## src/logic/slfs_pkg.sv

```systemverilog
/*
  Package for the startup lockout and fault supervisor: register map,
  field positions, reset values, timing counts and shared types.
  Assumes a 25 MHz mclk and a 32-bit Avalon-MM register port.
*/
package slfs_pkg;
  // ----------------------------------------------------------------
  // clock and timing
  // ----------------------------------------------------------------
  localparam int CLK_HZ = 25000000;
  localparam int SYNC_LOW_NS = 500;
  localparam int SHARE_PERIOD_NS = 10000;
  localparam int SHARE_LOW_NS = 1000;
  localparam int SYNC_LOW_CYC = (SYNC_LOW_NS * (CLK_HZ / 1000000) + 999) / 1000;
  localparam int SHARE_PERIOD_CYC = (SHARE_PERIOD_NS * (CLK_HZ / 1000000)) / 1000;
  localparam int SHARE_LOW_CYC = (SHARE_LOW_NS * (CLK_HZ / 1000000) + 999) / 1000;

  // ----------------------------------------------------------------
  // register offsets (byte addresses, word aligned)
  // ----------------------------------------------------------------
  localparam logic [7:0] REG_CTRL = 8'h00;
  localparam logic [7:0] REG_STATUS = 8'h04;
  localparam logic [7:0] REG_FAULT_CFG = 8'h08;
  localparam logic [7:0] REG_RESPONSE = 8'h0c;
  localparam logic [7:0] REG_RETRY = 8'h10;
  localparam logic [7:0] REG_PEAK = 8'h14;
  localparam logic [7:0] REG_LOG = 8'h18;
  localparam logic [7:0] REG_BUS_CMD = 8'h1c;
  localparam logic [7:0] REG_ADDR = 8'h20;

  // ----------------------------------------------------------------
  // field positions and reset values
  // ----------------------------------------------------------------
  localparam int CTRL_LOG_EN = 0;
  localparam int CTRL_SYNC_EN = 1;
  localparam int CTRL_ALERT_EXT_MASK = 2;
  localparam int CTRL_CML_CLR = 3;
  localparam int COMMON_NVM_UNINIT = 3;
  localparam logic [31:0] CTRL_RST = 32'h0000_0003;
  localparam logic [15:0] RETRY_RST = 16'h0400;
  localparam logic [6:0] ADDR_RST = 7'h40;
  localparam logic [7:0] TEMP_WARN_C = 8'h55;
  localparam logic [7:0] TEMP_OFF_C = 8'h82;
  localparam logic [7:0] TEMP_ON_C = 8'h78;

  // ----------------------------------------------------------------
  // bus unlock sequence
  // ----------------------------------------------------------------
  localparam logic [6:0] GLOBAL_ADDR_A = 7'h5a;
  localparam logic [6:0] GLOBAL_ADDR_B = 7'h5b;
  localparam logic [7:0] UNLOCK_CMD = 8'hbd;
  localparam logic [7:0] UNLOCK_KEY1 = 8'h2b;
  localparam logic [7:0] UNLOCK_KEY2 = 8'hc4;

  // ----------------------------------------------------------------
  // types
  // ----------------------------------------------------------------
  typedef enum logic [1:0] {
    slfs_resp_ignore = 2'h0,
    slfs_resp_latch = 2'h1,
    slfs_resp_retry = 2'h2
  } slfs_resp_t;

  typedef enum logic [4:0] {
    slfs_st_reset = 5'h01,
    slfs_st_vin_low = 5'h02,
    slfs_st_run = 5'h04,
    slfs_st_latched = 5'h08,
    slfs_st_retry = 5'h10
  } slfs_state_t;

  typedef struct packed {
    logic ov;
    logic uv;
    logic oc;
    logic ot;
    logic timing;
    logic peak_oc;
  } slfs_faults_t;

  typedef struct packed {
    logic vin_ok;
    logic input_turn_on_threshold;
    logic input_turn_off_threshold;
    logic rails_20;
    logic dig_7;
  } slfs_supply_t;

  typedef struct packed {
    logic valid;
    logic partial;
    logic [6:0] addr;
    logic [7:0] cmd;
    logic [7:0] data;
  } slfs_pmbus_t;

  typedef struct packed {
    logic top;
    logic bottom;
  } slfs_gate_t;
endpackage

```

## src/logic/slfs_supervisor.sv

```systemverilog
/*
  Startup lockout and fault supervisor top module.
  Assumes synchronous supply comparator levels, decoded PMBus frames
  from an external serial engine, and open-drain pads resolved outside.
*/
// The implementer's own choices: the Avalon-MM slave port and the placing of the registers.
`timescale 1ns/1ps

// Summary of operation
// no sequencing before input passes turn-on threshold
// below turn-off, hold timebase low until turn-on
// init needs 20% rails; run held until 7%
// fault line low at power-in forces alert
// partial or bad bus command raises alert; only a partial frame sets the alert here
// digital-only supply runs logic, power stays off
// never-powered flag reads low in common bit 3
// uninitialised part answers only 5A and 5B
// two-write BD unlock restores configured address
// after first input, restart command before switching
// fault line selectable per fault, senses external pulls
// response is ignore, latch off, or retry
// overvoltage forces top low, bottom on
// enabled logging captures data on fault shutdown
// peak values readable at any time
// host avoids memory writes above 85C
// memory off above 130C, back below 120C
// sync pulled low 500ns each period
// timebase 10us period, 1us low
// shared lines driven only low, open drain
// input thresholds form hysteresis, outputs off below
module slfs_supervisor #(
  parameter int SYNC_PERIOD_CYC = 50
) (
  // clock and reset
  input wire logic mclk,
  input wire logic rst,
  // avalon-mm slave
  input wire logic [7:0] avs_address,
  input wire logic avs_read,
  input wire logic avs_write,
  input wire logic [31:0] avs_writedata,
  output logic [31:0] avs_readdata,
  output logic avs_waitrequest,
  // supply monitors
  input wire slfs_pkg::slfs_supply_t supply,
  input wire logic [7:0] die_temp_c,
  // channel faults and telemetry
  input wire slfs_pkg::slfs_faults_t faults,
  input wire logic [15:0] telemetry,
  // decoded pmbus frames
  input wire slfs_pkg::slfs_pmbus_t pmbus,
  output logic pmbus_ack,
  // gates and enables
  output slfs_pkg::slfs_gate_t gate,
  output logic switch_en,
  output logic nvm_en,
  output logic nvm_warm,
  // open-drain lines: in, out (always 0), enable
  input wire logic fault_line_in,
  output logic fault_line_out,
  output logic fault_line_oe,
  output logic sync_out,
  output logic sync_oe,
  output logic share_clk_out,
  output logic share_clk_oe,
  output logic power_good_out,
  output logic power_good_oe,
  output logic run_out,
  output logic run_oe,
  output logic alert_out,
  output logic alert_oe
);
  import slfs_pkg::*;

  // ----------------------------------------------------------------
  // registers
  // ----------------------------------------------------------------
  logic [31:0] ctrl_q;
  logic [5:0] fault_cfg_q;
  logic [11:0] resp_q;
  logic [15:0] retry_q;
  logic [15:0] peak_q;
  logic [15:0] log_q;
  logic [6:0] addr_q;
  logic ack_q;
  slfs_state_t state_q;
  logic [15:0] retry_cnt_q;
  logic vin_seen_q;
  logic locked_q;
  logic key1_q;
  logic need_restart_q;
  logic cml_q;
  logic ext_alert_q;
  logic hot_q;
  logic [7:0] sync_cnt_q;
  logic [8:0] share_cnt_q;
  logic rd_done_q;
  function automatic logic cmd_match(input slfs_pmbus_t f, input logic [6:0] a, input logic [7:0] c);
    cmd_match = f.valid && !f.partial && f.addr == a && f.cmd == c;
  endfunction

  // ----------------------------------------------------------------
  // bus slave: one wait state on reads
  // ----------------------------------------------------------------
  // read data is registered, so it must stand before the taking edge
  assign avs_waitrequest = avs_read && !rd_done_q;
  logic wr_ctrl, wr_restart;
  assign wr_ctrl = avs_write && avs_address == REG_CTRL;
  assign wr_restart = avs_write && avs_address == REG_BUS_CMD;

  always_ff @(posedge mclk) begin
    if (rst) begin
      ctrl_q <= CTRL_RST;
      fault_cfg_q <= 6'h3f;
      resp_q <= 12'h000;
      retry_q <= RETRY_RST;
    end else if (avs_write) begin
      unique case (avs_address)
        REG_CTRL: ctrl_q <= avs_writedata;
        REG_FAULT_CFG: fault_cfg_q <= avs_writedata[5:0];
        REG_RESPONSE: resp_q <= avs_writedata[11:0];
        REG_RETRY: retry_q <= avs_writedata[15:0];
        default: ;
      endcase
    end
  end

  always_ff @(posedge mclk) begin
    if (rst) begin
      avs_readdata <= 32'h0000_0000;
      rd_done_q <= 1'b0;
    end else begin
      rd_done_q <= avs_read && !rd_done_q;
      if (avs_read && !rd_done_q) begin
        unique case (avs_address)
          REG_CTRL: avs_readdata <= ctrl_q;
          REG_STATUS: avs_readdata <= {20'h0, state_q, hot_q, ext_alert_q, cml_q, vin_seen_q, 3'h0};
          REG_FAULT_CFG: avs_readdata <= {26'h0, fault_cfg_q};
          REG_RESPONSE: avs_readdata <= {20'h0, resp_q};
          REG_RETRY: avs_readdata <= {16'h0, retry_q};
          REG_PEAK: avs_readdata <= {16'h0, peak_q};
          REG_LOG: avs_readdata <= {16'h0, log_q};
          REG_ADDR: avs_readdata <= {24'h0, locked_q, addr_q};
          default: avs_readdata <= 32'h0000_0000;
        endcase
      end
    end
  end

  // ----------------------------------------------------------------
  // supply history and restricted addressing
  // ----------------------------------------------------------------
  always_ff @(posedge mclk) begin
    if (rst) begin
      vin_seen_q <= 1'b0;
    end else if (supply.vin_ok) begin
      vin_seen_q <= 1'b1;
    end
  end
  // a host can only unlock through the global address while locked
  always_ff @(posedge mclk) begin
    if (rst) begin
      locked_q <= 1'b1;
      key1_q <= 1'b0;
      addr_q <= ADDR_RST;
    end else begin
      if (avs_write && avs_address == REG_ADDR) begin
        addr_q <= avs_writedata[6:0];
      end
      if (vin_seen_q) begin
        locked_q <= 1'b0;
      end else if (locked_q && cmd_match(pmbus, GLOBAL_ADDR_B, UNLOCK_CMD)) begin
        if (pmbus.data == UNLOCK_KEY1) begin
          key1_q <= 1'b1;
        end else if (key1_q && pmbus.data == UNLOCK_KEY2) begin
          locked_q <= 1'b0;
          key1_q <= 1'b0;
        end else begin
          key1_q <= 1'b0;
        end
      end
    end
  end

  always_ff @(posedge mclk) begin
    if (rst) begin
      ack_q <= 1'b0;
    end else if (locked_q) begin
      ack_q <= pmbus.valid && (pmbus.addr == GLOBAL_ADDR_A || pmbus.addr == GLOBAL_ADDR_B);
    end else begin
      ack_q <= pmbus.valid && pmbus.addr == addr_q;
    end
  end
  assign pmbus_ack = ack_q;

  // restart needed once input first arrives after digital-only setup
  always_ff @(posedge mclk) begin
    if (rst) begin
      need_restart_q <= 1'b0;
    end else if (supply.vin_ok && !vin_seen_q) begin
      need_restart_q <= 1'b1;
    end else if (wr_restart) begin
      need_restart_q <= 1'b0;
    end
  end

  // ----------------------------------------------------------------
  // alert sources: set wins over clear
  // ----------------------------------------------------------------
  logic cml_event;
  assign cml_event = pmbus.valid && pmbus.partial;
  always_ff @(posedge mclk) begin
    if (rst) begin
      cml_q <= 1'b0;
      ext_alert_q <= 1'b0;
    end else begin
      if (cml_event) begin
        cml_q <= 1'b1;
      end else if (wr_ctrl && avs_writedata[CTRL_CML_CLR]) begin
        cml_q <= 1'b0;
      end
      if (supply.vin_ok && !vin_seen_q && !fault_line_in) begin
        ext_alert_q <= 1'b1;
      end else if (wr_ctrl && avs_writedata[CTRL_CML_CLR]) begin
        ext_alert_q <= 1'b0;
      end
    end
  end
  // ----------------------------------------------------------------
  // temperature lockout of nonvolatile memory
  // ----------------------------------------------------------------
  always_ff @(posedge mclk) begin
    if (rst) begin
      hot_q <= 1'b0;
    end else if (die_temp_c > TEMP_OFF_C) begin
      hot_q <= 1'b1;
    end else if (die_temp_c < TEMP_ON_C) begin
      hot_q <= 1'b0;
    end
  end
  assign nvm_en = !hot_q;
  assign nvm_warm = die_temp_c > TEMP_WARN_C;

  // ----------------------------------------------------------------
  // power state machine
  // ----------------------------------------------------------------
  logic any_fault, ext_fault;
  logic [1:0] worst_resp;
  assign ext_fault = !fault_line_in && state_q == slfs_st_run;
  always_comb begin
    any_fault = 1'b0;
    worst_resp = 2'h0;
    for (int i = 0; i < 6; i++) begin
      if (faults[i] && resp_q[2*i +: 2] != 2'h0) begin
        any_fault = 1'b1;
        if (resp_q[2*i +: 2] == slfs_resp_latch) begin
          worst_resp = 2'h1;
        end else if (worst_resp == 2'h0) begin
          worst_resp = resp_q[2*i +: 2];
        end
      end
    end
  end
  logic powered;
  assign powered = supply.rails_20 && supply.vin_ok;

  always_ff @(posedge mclk) begin
    if (rst) begin
      state_q <= slfs_st_reset;
      retry_cnt_q <= 16'h0000;
    end else begin
      unique case (state_q)
        slfs_st_reset: if (powered) state_q <= slfs_st_vin_low;
        slfs_st_vin_low: if (supply.input_turn_on_threshold && !need_restart_q) state_q <= slfs_st_run;
        slfs_st_run: begin
          if (supply.input_turn_off_threshold) begin
            state_q <= slfs_st_vin_low;
          end else if (any_fault) begin
            state_q <= worst_resp == 2'h1 ? slfs_st_latched : slfs_st_retry;
            retry_cnt_q <= retry_q;
          end
        end
        slfs_st_latched: if (supply.input_turn_off_threshold) state_q <= slfs_st_vin_low;
        slfs_st_retry: begin
          if (retry_cnt_q == 16'h0000) begin
            state_q <= slfs_st_vin_low;
          end else begin
            retry_cnt_q <= retry_cnt_q - 16'h0001;
          end
        end
        default: state_q <= slfs_st_reset;
      endcase
    end
  end

  assign switch_en = state_q == slfs_st_run && !need_restart_q;
  assign gate = '{top: switch_en && !faults.ov, bottom: faults.ov};

  // ----------------------------------------------------------------
  // fault log and peaks
  // ----------------------------------------------------------------
  always_ff @(posedge mclk) begin
    if (rst) begin
      peak_q <= 16'h0000;
      log_q <= 16'h0000;
    end else begin
      if (telemetry > peak_q) begin
        peak_q <= telemetry;
      end
      if (ctrl_q[CTRL_LOG_EN] && state_q == slfs_st_run && any_fault) begin
        log_q <= telemetry;
      end
    end
  end

  // ----------------------------------------------------------------
  // sync and timebase pulse generators
  // ----------------------------------------------------------------
  always_ff @(posedge mclk) begin
    if (rst) begin
      sync_cnt_q <= 8'h00;
      share_cnt_q <= 9'h000;
    end else begin
      sync_cnt_q <= sync_cnt_q == 8'(SYNC_PERIOD_CYC - 1) ? 8'h00 : sync_cnt_q + 8'h01;
      share_cnt_q <= share_cnt_q == 9'(SHARE_PERIOD_CYC - 1) ? 9'h000 : share_cnt_q + 9'h001;
    end
  end
  // all shared lines only ever pull low
  assign fault_line_out = 1'b0;
  assign sync_out = 1'b0;
  assign share_clk_out = 1'b0;
  assign power_good_out = 1'b0;
  assign run_out = 1'b0;
  assign alert_out = 1'b0;
  assign fault_line_oe = state_q != slfs_st_run || (|(faults & fault_cfg_q));
  assign sync_oe = ctrl_q[CTRL_SYNC_EN] && sync_cnt_q < 8'(SYNC_LOW_CYC);
  assign share_clk_oe = state_q != slfs_st_run || share_cnt_q < 9'(SHARE_LOW_CYC);
  assign power_good_oe = state_q != slfs_st_run;
  assign run_oe = !supply.dig_7;
  assign alert_oe = cml_q || ext_alert_q || (ext_fault && !ctrl_q[CTRL_ALERT_EXT_MASK]);
  // ----------------------------------------------------------------
  // checks
  // ----------------------------------------------------------------
  chk_ov_gates: assert property (@(posedge mclk) disable iff (rst) faults.ov |-> !gate.top && gate.bottom)
    else $error("overvoltage did not force gates");
  chk_sync_low: assert property (@(posedge mclk) disable iff (rst)
    $rose(sync_oe) |-> sync_oe [*8] ##1 sync_oe [*5] ##1 !sync_oe)
    else $error("sync low pulse wrong length");
  chk_share_low: assert property (@(posedge mclk) disable iff (rst)
    share_cnt_q == 9'h000 && state_q == slfs_st_run |-> share_clk_oe ##25 !share_clk_oe || state_q != slfs_st_run)
    else $error("timebase low pulse wrong length");
  chk_no_early_run: assert property (@(posedge mclk) disable iff (rst)
    $rose(state_q == slfs_st_run) |-> $past(supply.input_turn_on_threshold))
    else $error("sequencing began below turn-on");
  chk_input_turn_off_threshold: assert property (@(posedge mclk) disable iff (rst)
    state_q == slfs_st_run && supply.input_turn_off_threshold |=> state_q == slfs_st_vin_low ##0 share_clk_oe)
    else $error("turn-off did not stop and hold timebase");
  chk_cml_alert: assert property (@(posedge mclk) disable iff (rst) cml_event |=> alert_oe)
    else $error("partial command did not raise alert");
  chk_locked_addr: assert property (@(posedge mclk) disable iff (rst)
    locked_q && pmbus.valid && pmbus.addr == addr_q && addr_q != GLOBAL_ADDR_A && addr_q != GLOBAL_ADDR_B
    |=> !pmbus_ack)
    else $error("locked part answered own address");
  chk_hot_nvm: assert property (@(posedge mclk) disable iff (rst) die_temp_c > TEMP_OFF_C |=> !nvm_en)
    else $error("memory still enabled when hot");
  chk_restart: assert property (@(posedge mclk) disable iff (rst) need_restart_q |-> !switch_en)
    else $error("switching before restart command");
endmodule

```

## config.mk

```make
export PLATFORM = sky130hd
export DESIGN_NAME = slfs_supervisor
export DESIGN_NICKNAME = d
export VERILOG_FILES = /design/src/logic/slfs_pkg.sv /design/src/logic/slfs_supervisor.sv
export SDC_FILE = /design/constraint.sdc
export NUM_CORES = 1
export LEC_CHECK = 0
export BUFFER_PORTS_ARGS = -buffer_cell sky130_fd_sc_hd__buf_2
export CORE_ASPECT_RATIO = 1.1
export CORE_MARGIN = 5
export CORE_UTILIZATION = 61
export DETAILED_ROUTE_END_ITERATION = 6
export PLACE_DENSITY = 0.85
export SYNTH_ARGS = -nofsm -noshare
export SYNTH_HDL_FRONTEND = slang
export SYNTH_SLANG_ARGS = --single-unit
```

## constraint.sdc

```tcl
create_clock -name mclk -period 6.66 [get_ports mclk]
set_clock_uncertainty 0.15 [all_clocks]
set_input_delay 0.666 -clock mclk [delete_from_list [all_inputs] [get_ports mclk]]
set_output_delay 0.666 -clock mclk [all_outputs]
set_load 0.02 [all_outputs]
```

After elaboration in Yosys (flattened, before gate mapping)

Cells that the tools add are included.

Bits in registers: 184
Logic and storage cells: 194
Output and inout bits: 51

Reductions and logical operators: 75
Add/subtract/negate cells: 3
Muxes and demuxes: 49
$lt $le $gt $ge: 6
Bitwise logic cells: 2
Equal/unequal tests: 38

Operators by type and width:

| cell                  | count |
|---|---|
| $pmux 32 s8           | 1 |
| $mux 16               | 3 |
| $mux 5                | 7 |
| $mux 2                | 17 |
| $eq 8x5->1 const B    | 4 |
| $pmux 16 s2           | 1 |
| $logic_and 1x1->1     | 30 |
| $reduce_bool 2->1     | 13 |
| $pmux 5 s5            | 1 |
| $eq 8x6->1 const B    | 3 |
| $mux 1                | 19 |
| $eq 8x4->1 const B    | 2 |
| $eq 8x8->1 const B    | 2 |
| $gt 16x16->1          | 1 |
| $logic_not 16->1      | 1 |
| $ne 2x2->1 const B    | 8 |
| $sub 16x1->16 const B | 1 |
| $eq 2x1->1 const B    | 7 |
| $eq 7x7->1 const B    | 2 |
| $logic_not 2->1       | 5 |
| $reduce_and 2->1      | 5 |
| $add 9x1->9 const B   | 1 |
| $eq 9x8->1 const B    | 1 |
| $logic_not 1->1       | 9 |
| other kinds (24)      | 29 |

Longest topological paths before layout

Word-level depth: 28
Mapped depth: 10
Gate-level depth less buffers: 8

Least setup slack after synthesis

Ideal clock, no wire load.

Path type: input to register
From: input port telemetry[1]
To: register peak_q[10]
Stages on the path: 8
Data required time: 6.438 ns
Arrival: 2.411 ns
Path slack: 4.027 ns
Path buffers: 1
Cell sequence: ha_1 > nor2b_1 > o211ai_1 > a21oi_1 > o31ai_1 > a21oi_1 > buf_2 > mux2i_1

Cells in the longest elaborated chain, start to end: 1

Ends and longest elaborated chain:

| item                 | line                   | RTL |
|---|---|---|
| start, declared      | slfs_supervisor.sv:49  | `input wire logic [15:0] telemetry,` |
| $gt 16x16->1         | slfs_supervisor.sv:307 | `if (telemetry > peak_q) begin` |
| end signal, assigned | slfs_supervisor.sv:308 | `peak_q <= telemetry;` |
| end, declared        | slfs_supervisor.sv:82  | `logic [15:0] peak_q;` |

No other way between the ends.
A chain may end at the register's enable or synchronous reset.

Final worst setup path

From: input port avs_address[2]
To: register cml_q

Cells in the longest elaborated chain, start to end: 4

Ends and longest elaborated chain:

| item                        | line                   | RTL |
|---|---|---|
| start, declared             | slfs_supervisor.sv:38  | `input wire logic [7:0] avs_address,` |
| $logic_not 8->1             | slfs_supervisor.sv:108 | `assign wr_ctrl = avs_write && avs_address == REG_CTRL;` |
| $logic_and 1x1->1           | slfs_supervisor.sv:108 |  |
| $logic_and 1x1->1           | slfs_supervisor.sv:219 | `end else if (wr_ctrl && avs_writedata[CTRL_CML_CLR]) begin` |
| $reduce_bool 2->1 (no line) | n/a                    |  |
| end signal, assigned        | slfs_supervisor.sv:214 | `cml_q <= 1'b0;` |
| end signal, assigned        | slfs_supervisor.sv:218 | `cml_q <= 1'b1;` |
| end signal, assigned        | slfs_supervisor.sv:220 | `cml_q <= 1'b0;` |
| end, declared               | slfs_supervisor.sv:92  | `logic cml_q;` |

No other way between the ends.

==> impl_summary.md <==
Outcome
The run finished with clean final reports.

Pwr
Of the total power, the share spent switching nets is 0.2735. The worst-case IR drop observed on VDD is 0.0001584 V. The share of total power dissipated in sequential elements is 0.470.

For this design the static power due to leakage is 4.356 nW. The power density relative to cell area is 240.9 nW/um2. The net load switching power is 682.2 uW.

The cell-internal power is 1.812 mW. The share of total power dissipated in the clock network is 0.417. The part of the power in combinational logic is 0.113.

Timing
Static timing analysis puts the maximum clock frequency at 270.5 MHz. The final hold slack is 0.2967 ns. The slew at the pin closest to its max-slew limit is 1.258 ns. The worst path needs 3.696 ns of the cycle, external delays included. Of the available clock period, the critical path in the final layout requires 0.5550.

The max-slew violation count came to 0. The final number of setup-violating endpoints is 0. The number of endpoints with negative hold slack in the final report is 0.

After routing, the total negative slack on setup checks comes to 0 ns. The worst max-slew margin expressed relative to the limit is 0.1589. Setup repair after global routing left no endpoint under its margin.

Floorplan
The floorplan die height is 137.8 um. The die covers 17390 um2. The top-level port count is 156.

The die is 126.2 um wide. The core region is 14500 um2. The initial core utilization is 0.6245. The row count is 46.

Job
The max-cap violation count is 0.

Routing
The number of remaining DRC errors is 0. The number of nets with antenna violations after detailed routing is 0. After detailed routing, the number of vias per cell comes to 5.911. Summing over every cut layer, the via total after detailed routing is 8358. The detailed-routing iteration count for the pre-antenna-repair pass is 6. The detailed router finished its first iteration with 957 violations. The total wire length after detailed routing is 24560 um. Dividing the detail-routed wire length by the instance count gives 17.37 um.

Setup path
The cell depth of the worst setup path is 7. The data arrival time of the critical path is 3.84 ns. The critical path goes through buf_2 > or4_1 > nor2_1 > and3_1 > nand2_1 > a22oi_1 > nor2_1. Counting cells, the worst reg-to-reg path comes to 8. For this design, the slowest cell found on the critical path is sky130_fd_sc_hd__and3_1. The required time of the critical path is 6.80 ns. Together, buffers and inverters on the worst path number 1. The dominant cell type by count on the critical path is sky130_fd_sc_hd__nor2_1. The worst setup path is launched from an input pin. The worst register-to-register path begins at retry_cnt_q[0]$_SDFFE_PP0P_. The largest incremental delay on the critical path is 1.08 ns. The biggest fanout along the worst timing path is 38. The critical path is of the in2reg type. The largest delay contributor family on the critical path is simple AND/OR/NAND/NOR gates. STA classifies the critical path endpoint as a flip-flop. The source of the critical timing path is avs_address[2].

Synth
The synthesized netlist cell count is 1107. The number of different library cells used by synthesis comes to 69. The netlist area before placement is 9057 um2. For this run, the leading register cell type out of synthesis is sky130_fd_sc_hd__dfxtp_1.

The post-synthesis average cell area is 8.182 um2. Sorting the synthesized cells by area gives the leading types as sky130_fd_sc_hd__dfxtp_1 41%, sky130_fd_sc_hd__mux2i_1 7.8%, sky130_fd_sc_hd__nand2_1 6.8%. The async set or reset register ratio after synthesis is 0. The leading area contributor after synthesis is sky130_fd_sc_hd__dfxtp_1. During synthesis, Yosys emitted a total of 0 warnings. The share of the Yosys chip area taken by registers is 0.4067.

The number of register bits inferred by synthesis is 184. Of the post-synthesis cell area, the dominant cell type holds 0.4067. The count of flip-flops with a built-in enable after synthesis is 0.

Global route
The first global-routing pass estimated 39300 um of wire. For this run, the total global-route usage over all layers was measured as 0.2813. Entering global routing, the biggest net connects 100 pins. After global routing the overflow that remains totals 0.

The number of antenna violations at the first check in global routing is 0. The via count of the first global-routing pass was 7826.

Cells and area
Leaving out fill and tap cells, the most frequent cell in the layout is sky130_fd_sc_hd__dfxtp_1. The number of antenna repair diodes is 0. The number of nets at the end of the flow is 1336. In the layout the commonest cells are 184 x sky130_fd_sc_hd__dfxtp_1, 163 x sky130_fd_sc_hd__nand2_1, 148 x sky130_fd_sc_hd__buf_2, 123 x sky130_fd_sc_hd__nor2_1, 103 x sky130_fd_sc_hd__a21oi_1. The count of non-filler cells in the finished layout is 1414. Compared with the post-synthesis result, the final layout area differs by 14.31%. The end-of-flow core utilization is 0.7139. The layout cell share with drive strength beyond 1 is 0.1727.

Clock network
The number of gates resized after cts is 0. Clock tree synthesis found a total of 184 sinks. The root buffer cell is sky130_fd_sc_hd__clkbuf_16. The H-tree level count is 4.

The buffer depth of the longest clock path is 2. The clock transition at the registers of the reported paths is 0.07 ns. The clock reaches the later pin of the worst-skew pair after 0.44 ns. TritonCTS built the clock tree. In this run the post-CTS setup repair buffer count came out at 0.

The number of clock buffers added by TritonCTS is 17. The number of hold buffers added after cts is 0.

Placement
The number of placed instances, taps included, is 1382. The half-perimeter wire length of the detailed placement result is 17630 um. At the end of routability-driven placement, the weighted congestion stood at 0.9551. The number of buffer cells added on primary ports is 149.

Worst hold path
The worst hold path belongs to the class reg2reg. The number of cells on the worst hold path is 2. The worst hold path begins at avs_readdata[11]$_SDFFE_PP0P_.
[sequential cells by signal, indices dropped and copies added, names as in the netlist, 5 cells and up]
| register | count |
|---|---|
| addr_q | 7 |
| retry_q | 16 |
| retry_cnt_q | 16 |
| sync_cnt_q | 8 |
| state_q | 5 |
| share_cnt_q | 9 |
| avs_readdata | 32 |
| resp_q | 12 |
| log_q | 16 |
| peak_q | 16 |
| fault_cfg_q | 6 |
| ctrl_q | 32 |
[per-layer routing]
layer / up-vias / wire length (um) / share of wire / global-route usage
met5: - / 0 / 0 / 0
met4: 0 / 975 / 0.040 / 0.1353
met3: 74 / 1934 / 0.079 / 0.05041
met2: 375 / 11670 / 0.48 / 0.4642
met1: 3868 / 9982 / 0.41 / 0.3583
li1: 4041 / - / - / -
[cell type report]
class	count	area, um2
well taps	192	240.2
clock inverters	15	182.7
repair buffers	153	778.2
clock buffers	17	425.4
flip-flops and latches	184	3684
multi-input cells	812	4890
fillers	1164	4150
inverters	41	153.9
[cell families (layout without fill, tap and decap cells)]
family / Yosys count / count (layout) / synth area share
AO/OA/AOI/OAI: 242 / 242 / 0.1656
flip-flops: 184 / 184 / 0.4067
XOR/XNOR: 21 / 21 / 0.02031
adder cells (fa/ha/maj): 22 / 22 / 0.03039
multiplexers: 75 / 75 / 0.08592
AND/OR/NAND/NOR: 446 / 446 / 0.2347
buffers and inverters: 116 / 226 / 0.05595
other: 1 / 6 / 0.0004140
[worst register-to-register path: cells and delay by family, from the launching register on]
| kind | cells | cell delay [ns] |
|---|---|---|
| compound gates | 4 | 1.56 |
| fa+ha+maj | 1 | 0.20 |
| buf+inv | 1 | 0.08 |
| flops | 1 | 0.37 |
| simple gates | 2 | 0.78 |
[stage by stage]
step	power (mW)	setup WS (ns)	instance area, um2
3_5_place_dp	1.469	2.579	9746
2_1_floorplan	1.370	4.027	9076
4_1_cts	2.494	3.016	10350
5_1_grt	2.584	2.723	10350
3_3_place_gp	1.462	2.699	9746
6_report	2.494	2.964	10350
[final timing paths]
kind         slack, ns                             to
min reg2reg       0.30  avs_readdata[11]$_SDFFE_PP0P_
min               0.30  avs_readdata[11]$_SDFFE_PP0P_
max               2.96             cml_q$_SDFFE_PP0P_
max reg2reg       3.45    retry_cnt_q[8]$_SDFFE_PP0P_
[synthesized netlist by cell type, types with 12 or more instances]
| library cell | number |
|---|---|
| sky130_fd_sc_hd__mux2i_1 | 71 |
| sky130_fd_sc_hd__nand2b_1 | 44 |
| sky130_fd_sc_hd__inv_1 | 41 |
| sky130_fd_sc_hd__a22oi_1 | 28 |
| sky130_fd_sc_hd__nand3_1 | 15 |
| sky130_fd_sc_hd__dfxtp_1 | 184 |
| sky130_fd_sc_hd__a21oi_1 | 104 |
| sky130_fd_sc_hd__o21ai_0 | 42 |
| sky130_fd_sc_hd__nor4_1 | 13 |
| sky130_fd_sc_hd__nand2_1 | 163 |
| sky130_fd_sc_hd__xor2_1 | 16 |
| sky130_fd_sc_hd__nor2_1 | 123 |
| sky130_fd_sc_hd__clkbuf_1 | 48 |
| sky130_fd_sc_hd__buf_2 | 12 |
| sky130_fd_sc_hd__ha_1 | 22 |
| sky130_fd_sc_hd__nor3_1 | 13 |
[power by group through the flow]
stage	clock network, mW	registers (mW)	logic (mW)
after floorplan	0	1.17	0.201
after CTS	1.05	1.17	0.279
after detailed placement	0	1.19	0.274
after global routing	1.10	1.17	0.312
after global placement	0	1.19	0.268
final	1.04	1.17	0.282
No activity file was read; power rests on OpenSTA's default activity.
